### src/bfs_regs.svh
// Bit positions, reset values and widths for the bus fault status flags.
// Included by the package and the fault status module; definitions only.
`ifndef BFS_REGS_SVH
`define BFS_REGS_SVH
`define BFS_STK_BIT     12
`define BFS_UNSTK_BIT   11
`define BFS_IMPRECISE_BUS_ERROR_FLAG_BIT   10
`define BFS_PRECISE_BIT 9
`define BFS_FLAG_RESET  1'b0
`define BFS_ADDR_W      32
`define BFS_PRIO_W      8
`define BFS_ADDR_RESET  32'h0000_0000
`endif

### src/bfs_pkg.sv
// Types shared by the bus fault status logic.
// Assumes bfs_regs.svh is on the include path.
`include "bfs_regs.svh"
package bfs_pkg;
  typedef enum logic [1:0] {
    BFS_IDLE    = 2'b01,
    BFS_PENDING = 2'b10
  } bfs_imp_state_t;
endpackage : bfs_pkg

### src/bfs_fault_status.sv
// Stacking, unstacking and imprecise bus fault flags with pending control.
// Assumes the core gives one-cycle event pulses and a decoded status-register access.
//
// What this block does
// - Stacking fault during exception entry sets flag bit 12; resets to zero.
// - Stacking fault still adjusts stack pointer; fault address not loaded.
// - Unstacking fault during exception return sets flag bit 11; resets to zero.
// - Unstacking fault chains to handler, no stack adjust, no save, no address.
// - Imprecise data bus error sets flag bit 10; resets to zero.
// - Imprecise error never loads the fault address register.
// - Imprecise fault stays pending while execution priority outranks or equals bus fault.
// - Precise fault before imprecise handler leaves both flags set together.
// - Writing one clears a flag; writing zero leaves it unchanged.
`timescale 1ns/1ps
`include "bfs_regs.svh"
module bfs_fault_status
  import bfs_pkg::*;
#(
  parameter int ADDR_W = `BFS_ADDR_W,
  parameter int PRIO_W = `BFS_PRIO_W
) (
  input  wire logic              clock,
  input  wire logic              rst_n,
  input  wire logic              clk_en,
  input  wire logic              stack_fault,
  input  wire logic              unstack_fault,
  input  wire logic              imprecise_fault,
  input  wire logic              precise_fault,
  input  wire logic [ADDR_W-1:0] precise_addr,
  input  wire logic [PRIO_W-1:0] exec_prio,
  input  wire logic [PRIO_W-1:0] bus_fault_prio,
  input  wire logic              status_wr,
  input  wire logic [31:0]       status_wdata,
  input  wire logic              status_rd,
  output logic [31:0]            status_rdata,
  output logic                   stacking_bus_fault_flag,
  output logic                   unstacking_bus_fault_flag,
  output logic                   imprecise_bus_error_flag,
  output logic                   precise_flag,
  output logic                   addr_valid,
  output logic [ADDR_W-1:0]      bus_fault_address_register,
  output logic                   sp_adjust,
  output logic                   chain_to_handler,
  output logic                   imprecise_activate
);
  // Status word is 32 bits wide, so wider fields cannot be served
  if (ADDR_W < 1 || ADDR_W > 32 || PRIO_W < 1 || PRIO_W > 32) begin : g_bad_param
    $error("bfs_fault_status: unsupported parameter width");
  end

  bfs_imp_state_t imp_state;
  logic           wr_clr_stk;
  logic           wr_clr_unstk;
  logic           wr_clr_imp;
  logic           wr_clr_prec;
  logic           prio_blocks;

  function automatic logic w1c_hit(input logic wr, input logic [31:0] d, input int pos);
    return wr & d[pos];
  endfunction : w1c_hit

  assign wr_clr_stk   = w1c_hit(status_wr, status_wdata, `BFS_STK_BIT);
  assign wr_clr_unstk = w1c_hit(status_wr, status_wdata, `BFS_UNSTK_BIT);
  assign wr_clr_imp   = w1c_hit(status_wr, status_wdata, `BFS_IMPRECISE_BUS_ERROR_FLAG_BIT);
  assign wr_clr_prec  = w1c_hit(status_wr, status_wdata, `BFS_PRECISE_BIT);
  // Lower number means higher priority, as in the core's exception model
  assign prio_blocks  = (exec_prio <= bus_fault_prio);

  // Set wins over a clear in the same cycle so no fault is lost
  always_ff @(posedge clock) begin
    if (!rst_n) begin
      stacking_bus_fault_flag   <= `BFS_FLAG_RESET;
      unstacking_bus_fault_flag <= `BFS_FLAG_RESET;
      imprecise_bus_error_flag  <= `BFS_FLAG_RESET;
      precise_flag              <= `BFS_FLAG_RESET;
    end else if (clk_en) begin
      if (stack_fault) stacking_bus_fault_flag <= 1'b1;
      else if (wr_clr_stk) stacking_bus_fault_flag <= 1'b0;
      if (unstack_fault) unstacking_bus_fault_flag <= 1'b1;
      else if (wr_clr_unstk) unstacking_bus_fault_flag <= 1'b0;
      if (imprecise_fault) imprecise_bus_error_flag <= 1'b1;
      else if (wr_clr_imp) imprecise_bus_error_flag <= 1'b0;
      // Precise set is independent of the imprecise flag
      if (precise_fault) precise_flag <= 1'b1;
      else if (wr_clr_prec) precise_flag <= 1'b0;
    end
  end

  // Only precise errors carry a known address
  always_ff @(posedge clock) begin
    if (!rst_n) begin
      bus_fault_address_register <= ADDR_W'(`BFS_ADDR_RESET);
      addr_valid                 <= 1'b0;
    end else if (clk_en) begin
      if (precise_fault) begin
        bus_fault_address_register <= precise_addr;
        addr_valid                 <= 1'b1;
      end
    end
  end

  // Stacking fault keeps the SP adjust; unstacking fault chains
  always_ff @(posedge clock) begin
    if (!rst_n) begin
      sp_adjust        <= 1'b0;
      chain_to_handler <= 1'b0;
    end else if (clk_en) begin
      sp_adjust        <= stack_fault;
      chain_to_handler <= unstack_fault;
    end
  end

  // Pending imprecise fault waits for priority to drop
  always_ff @(posedge clock) begin
    if (!rst_n) begin
      imp_state          <= BFS_IDLE;
      imprecise_activate <= 1'b0;
    end else if (clk_en) begin
      imprecise_activate <= 1'b0;
      unique case (imp_state)
        BFS_IDLE: begin
          if (imprecise_fault) begin
            if (prio_blocks) imp_state <= BFS_PENDING;
            else imprecise_activate <= 1'b1;
          end
        end
        BFS_PENDING: begin
          if (!prio_blocks) begin
            imp_state          <= BFS_IDLE;
            imprecise_activate <= 1'b1;
          end
        end
        default: imp_state <= BFS_IDLE;
      endcase
    end
  end

  always_ff @(posedge clock) begin
    if (!rst_n) begin
      status_rdata <= 32'h0000_0000;
    end else if (clk_en) begin
      status_rdata <= 32'h0000_0000;
      if (status_rd) begin
        status_rdata[`BFS_STK_BIT]     <= stacking_bus_fault_flag;
        status_rdata[`BFS_UNSTK_BIT]   <= unstacking_bus_fault_flag;
        status_rdata[`BFS_IMPRECISE_BUS_ERROR_FLAG_BIT]   <= imprecise_bus_error_flag;
        status_rdata[`BFS_PRECISE_BIT] <= precise_flag;
      end
    end
  end

  AST_STK_SET: assert property (@(posedge clock) disable iff (!rst_n)
    clk_en && stack_fault |=> stacking_bus_fault_flag)
    else $error("stacking flag not set");
  AST_UNSTK_SET: assert property (@(posedge clock) disable iff (!rst_n)
    clk_en && unstack_fault |=> unstacking_bus_fault_flag && chain_to_handler)
    else $error("unstacking flag or chain missing");
  AST_IMP_SET: assert property (@(posedge clock) disable iff (!rst_n)
    clk_en && imprecise_fault |=> imprecise_bus_error_flag)
    else $error("imprecise flag not set");
  AST_NO_ADDR: assert property (@(posedge clock) disable iff (!rst_n)
    clk_en && !precise_fault |=> $stable(bus_fault_address_register))
    else $error("fault address loaded without precise error");
  AST_SP_ADJ: assert property (@(posedge clock) disable iff (!rst_n)
    clk_en && stack_fault |=> sp_adjust)
    else $error("stack pointer not adjusted on stacking fault");
  AST_PEND: assert property (@(posedge clock) disable iff (!rst_n)
    clk_en && prio_blocks |=> !imprecise_activate)
    else $error("imprecise fault activated while blocked");
  AST_BOTH: assert property (@(posedge clock) disable iff (!rst_n)
    clk_en && imprecise_bus_error_flag && precise_fault && !wr_clr_imp
      |=> imprecise_bus_error_flag && precise_flag)
    else $error("precise fault dropped imprecise flag");
  AST_W0_KEEP: assert property (@(posedge clock) disable iff (!rst_n)
    clk_en && stacking_bus_fault_flag && !wr_clr_stk |=> stacking_bus_fault_flag)
    else $error("stacking flag lost without clear");
  AST_W1_CLR: assert property (@(posedge clock) disable iff (!rst_n)
    clk_en && wr_clr_unstk && !unstack_fault |=> !unstacking_bus_fault_flag)
    else $error("unstacking flag not cleared by write one");
  AST_READ: assert property (@(posedge clock) disable iff (!rst_n)
    clk_en && status_rd |=> status_rdata[`BFS_IMPRECISE_BUS_ERROR_FLAG_BIT] == $past(imprecise_bus_error_flag))
    else $error("read does not show imprecise flag");

  // Clear and hold behaviour of the other flags
  AST_STK_CLR: assert property (@(posedge clock) disable iff (!rst_n)
    clk_en && wr_clr_stk && !stack_fault |=> !stacking_bus_fault_flag)
    else $error("stacking flag not cleared by write one");
  AST_IMP_CLR: assert property (@(posedge clock) disable iff (!rst_n)
    clk_en && wr_clr_imp && !imprecise_fault |=> !imprecise_bus_error_flag)
    else $error("imprecise flag not cleared by write one");
  AST_UNSTK_KEEP: assert property (@(posedge clock) disable iff (!rst_n)
    clk_en && unstacking_bus_fault_flag && !wr_clr_unstk |=> unstacking_bus_fault_flag)
    else $error("unstacking flag lost without clear");
  AST_IMP_KEEP: assert property (@(posedge clock) disable iff (!rst_n)
    clk_en && imprecise_bus_error_flag && !wr_clr_imp |=> imprecise_bus_error_flag)
    else $error("imprecise flag lost without clear");
  AST_FREEZE: assert property (@(posedge clock) disable iff (!rst_n)
    !clk_en |=> $stable(stacking_bus_fault_flag) && $stable(unstacking_bus_fault_flag)
      && $stable(imprecise_bus_error_flag) && $stable(imp_state))
    else $error("state moved while clock enable low");

  // Side effects of stacking, unstacking and precise faults
  AST_STK_NO_ADDR: assert property (@(posedge clock) disable iff (!rst_n)
    clk_en && stack_fault && !precise_fault |=> $stable(addr_valid)
      && $stable(bus_fault_address_register))
    else $error("stacking fault touched the fault address");
  AST_SP_PULSE: assert property (@(posedge clock) disable iff (!rst_n)
    clk_en && !stack_fault |=> !sp_adjust)
    else $error("stack pointer adjust without stacking fault");
  AST_UNSTK_NO_SP: assert property (@(posedge clock) disable iff (!rst_n)
    clk_en && unstack_fault && !stack_fault |=> !sp_adjust)
    else $error("unstacking fault adjusted the stack pointer");
  AST_CHAIN_PULSE: assert property (@(posedge clock) disable iff (!rst_n)
    clk_en && !unstack_fault |=> !chain_to_handler)
    else $error("chain to handler without unstacking fault");
  AST_PREC_ADDR: assert property (@(posedge clock) disable iff (!rst_n)
    clk_en && precise_fault |=> addr_valid && bus_fault_address_register == $past(precise_addr))
    else $error("precise fault address not captured");

  // Pending control of the imprecise fault
  AST_ACT_NOW: assert property (@(posedge clock) disable iff (!rst_n)
    clk_en && imp_state == BFS_IDLE && imprecise_fault && !prio_blocks |=> imprecise_activate)
    else $error("unblocked imprecise fault not activated");
  AST_PEND_HOLD: assert property (@(posedge clock) disable iff (!rst_n)
    clk_en && imp_state == BFS_PENDING && prio_blocks |=> imp_state == BFS_PENDING)
    else $error("pending imprecise fault dropped while blocked");
  AST_ONEHOT: assert property (@(posedge clock) disable iff (!rst_n)
    $onehot(imp_state))
    else $error("pending state code not one-hot");

  // Read port shows flags only for a requested read
  AST_RD_IDLE: assert property (@(posedge clock) disable iff (!rst_n)
    clk_en && !status_rd |=> status_rdata == 32'h0000_0000)
    else $error("read data not zero without a read");
  AST_RD_FLAGS: assert property (@(posedge clock) disable iff (!rst_n)
    clk_en && status_rd |=> status_rdata[`BFS_STK_BIT] == $past(stacking_bus_fault_flag)
      && status_rdata[`BFS_UNSTK_BIT] == $past(unstacking_bus_fault_flag))
    else $error("read does not show stacking flags");
endmodule : bfs_fault_status

### config.mk
export PLATFORM = sky130hd
export DESIGN_NAME = bfs_fault_status
export DESIGN_NICKNAME = d
export VERILOG_FILES = /design/src/bfs_pkg.sv /design/src/bfs_fault_status.sv
export VERILOG_INCLUDE_DIRS = /design/src
export SDC_FILE = /design/constraint.sdc
export NUM_CORES = 1
export LEC_CHECK = 0
export BUFFER_PORTS_ARGS = -buffer_cell sky130_fd_sc_hd__buf_2
export CORE_MARGIN = 3
export CORE_UTILIZATION = 36
export DETAILED_ROUTE_END_ITERATION = 10
export PLACE_DENSITY = 0.76
export REMOVE_ABC_BUFFERS = 1
export SYNTH_ARGS = -nofsm -noshare
export SYNTH_HDL_FRONTEND = slang
export SYNTH_SLANG_ARGS = --single-unit
### constraint.sdc
create_clock -name clock -period 1.5 [get_ports clock]
set_clock_uncertainty 0.05 [all_clocks]
set_input_delay 0.075 -clock clock [delete_from_list [all_inputs] [get_ports clock]]
set_output_delay 0.075 -clock clock [all_outputs]
set_load 0.01 [all_outputs]
==> impl_results.md <==
* Final hold violation count at 0
* Clock net sink count at 46
* Clock-pin slew on the worst setup and hold paths at 0.09 ns
* Vias/cell at 4.56
* CTS tree: built
* Crit Path Max Fanout at 4
* PD cells at 830 nW/um^2
* Area of the die at slightly below 7000 um^2
* Final WL at 5.94 mm
* Top-area cell type share of the netlist area at 0.437
* Final Non-Filler Cells at 483
* DP Cell Count at between 400 and 500
* TNS Setup at 0 ns
* DRC at 0
* Cts bufs inserted at 5
* Gate power share at 0.219
* Maximum clock insertion buffer count at 2
* Routed WL per cell at 12.3 um
* Fin crit period at 1.49 ns
* DIE WIDTH at 82.5 um
* Final slew viol count at 0
* Max IR drop VDD at 0.503 mV
* Status: complete, no violations
* Initial antenna violation count at 0
* Cell taking the most area after synthesis: dfxtp_1
* Sequential power share at 0.504
* Highest metal layer with signal wires: met4
* Met2 Wirelength at 3.14 mm
* CP Class: input pin to register
* Fin Hold WS at 0.0243 ns
* Lkg Pwr at 1.53 nW
* Synth Register Bits at 46
* Register area share after synthesis at 0.437
* Ys Warns at 0
* DP HPWL at between 3 and 4 mm
* Bufs and invs on worst path at 2
* CTS H-tree depth at 2
* Crit path max-delay cell type: or4_1
* First drt pass iteration count at 4
* GRT Util Overall at 0.163
* Port Buf Inserts at 104
* Critical Path RT at 1.61 ns
* Crit end category: register
* Switch Pwr at 0.726 mW
* Post-Syn Area per Cell at 7.80 um^2
* Initial Util at 0.378
* Detailed Route Iter0 Violations at 64
* Hold/Removal Path Class: input pin to register
* Worst-path cell chain: buf_2 -> inv_1 -> ha_1 -> nand4_1 -> nor2_4 -> a211o_4 -> a311oi_2 -> or4_1
* Clk_lat worst skew at 0.29 ns
* CTS Root Buffer Type: clkbuf_8
* Core Box Area at 5570 um^2
* Largest net degree at the start of global routing at 34
* GR Overflow Total at 0
* Overall power after layout at 2.61 mW
* Synth Instances at 270
* CP startpoint kind: input pin
* Critical path arrival at approximately 1.6 ns
* Cell variety after synth at 32
* CP top delay family: simple AND/OR/NAND/NOR gates
* First-pass GRT wire length at 8.65 mm
* Max cap viols at 0
* Power share of the clock group at 0.277
* Layout Area Growth over Synthesis at 49.7%
* Rows at 27
* Die height at between 80 and 90 um
* DRT met1 WL at 2.34 mm
* Final GP Congestion at 0.819
* P_int at 1.89 mW
* Post-detailed-route count of antenna-violating nets at 0
* Metal3 WL at 371 um
* Max Freq at 0.671 GHz
* Fraction of power spent switching nets at 0.278
* Post-Syn Area at 2110 um^2
* Final setup fails at 0
* Ranking of synthesized cells by area: dfxtp_1 44%, nand2_1 14%, a21oi_1 11%
* IO Pins at roughly 160
* Final worst-path cycle share at 0.994
* Vias in the first global route at roughly 2000
* Antenna Cells at 0
* Max incr delay on CP at roughly 0.48 ns
* Setup bufs post-CTS at 0
* Vias post-DR at 2202
* Share of layout cells above drive strength 1 at 0.326
* Final #Nets at 509
## power groups by stage
stage	clock, mW	sequential (mW)	combinational, mW
final	0.723	1.32	0.574
after global routing	0.803	1.33	0.638
after CTS	0.764	1.32	0.538
after detailed placement	0	1.34	0.470
after global placement	0	1.34	0.458
after floorplan	0	1.37	0.219
## flip-flops by register name (all words and copies together) (netlist names)
name and count:
bus_fault_address_register 32, precise_flag 1, imprecise_activate 1, chain_to_handler 1, imp_state 2, unstacking_bus_fault_flag 1
stacking_bus_fault_flag 1, sp_adjust 1, status_rdata 4, imprecise_bus_error_flag 1, addr_valid 1
## per-layer routing
| layer | track usage | vias up |
|---|---|---|
| met4 | 0.0664 | 0 |
| li1 | - | 1106 |
| met5 | 0 | - |
| met1 | 0.185 | 999 |
| met2 | 0.292 | 87 |
| met3 | 0.0390 | 10 |
## worst min-delay path, stage by stage
cell	delay, ns
buf_2	0.08
inv_2	0.07
nor2_1	0.10
## cell type report
cell class              instances  area [um^2]
clock inverters                 2         13.8
well taps                      72         90.1
flip-flops and latches         46          923
repair buffers                147          953
multi-input cells             197         1050
fillers                       515         2420
inverters                      13         48.8
clock buffers                   6         72.6
## synth_stat cells
master / instances
a211o_2: 1
a211oi_1: 1
a21oi_1: 46
a22oi_1: 1
a311oi_1: 2
a31oi_1: 1
a41o_1: 1
and2_1: 1
and2b_1: 1
buf_1: 2
buf_2: 2
buf_4: 28
clkbuf_1: 9
conb_1: 1
dfxtp_1: 46
ha_1: 10
inv_1: 12
inv_2: 1
nand2_1: 79
nand3_1: 8
nand4_1: 1
nand4_2: 1
nor2_1: 6
nor2_2: 1
nor2b_1: 1
nor4_1: 1
o211ai_1: 1
o211ai_2: 1
o21ai_0: 1
o21ai_1: 1
o32ai_1: 1
or4_1: 1
## through the flow
step,instance area (um^2),setup WS (ns),utilization
global route,3150,-0.0224,0.565
finish,3150,0.00886,0.565
detailed placement,2650,-0.294,0.475
floorplan,1950,-0.0731,-
global placement,2650,-0.206,0.475
CTS,3080,0.0235,0.552
## cell families after synthesis
logic type | Yosys count | synth area share
AO/OA/AOI/OAI | 58 | 0.156
adder cells (fa/ha/maj) | 10 | 0.0594
buffers and inverters | 54 | 0.147
flip-flops | 46 | 0.437
other | 1 | 0.00178
AND/OR/NAND/NOR | 101 | 0.198
## cell usage in the layout (no fill, tap or decap), drive strengths merged
| master | count |
|---|---|
| nand4 | 2 |
| o32ai | 1 |
| a21oi | 46 |
| clkbuf | 6 |
| ha | 10 |
| nor4 | 1 |
| a311oi | 2 |
| conb | 28 |
| buf | 113 |
| dlygate4sd3 | 34 |
| clkinv | 2 |
| a211oi | 1 |
| nand3 | 8 |
| a41o | 1 |
| a211o | 1 |
| and2b | 1 |
| nor2b | 1 |
| dfxtp | 46 |
| nand2 | 79 |
| or4 | 1 |
| a22oi | 1 |
| a31oi | 1 |
| o21ai | 2 |
| and2 | 1 |
| inv | 13 |
| o211ai | 2 |
| nor2 | 7 |
## path summary, 6_finish.rpt
path	slack, ns	from	to	cells past startpoint
worst max-delay path	0.009	exec_prio[0]	imp_state[0]	8
worst min-delay path	0.02	rst_n	precise_flag	3
worst max register to register	0.07	imp_state[1]	imp_state[0]	5
worst min register to register	0.40	bus_fault_address_register[14]	bus_fault_address_register[14]	2
## what timing repair did
| action | CTS | global route |
|---|---|---|
| hold buffers | 34 | 0 |
| hold endpoints to repair | 36 | 0 |
| resized for setup | 0 | 13 |
| setup endpoints to repair | 0 | 1 |
Note: power is estimated with default switching activity, not from simulation.
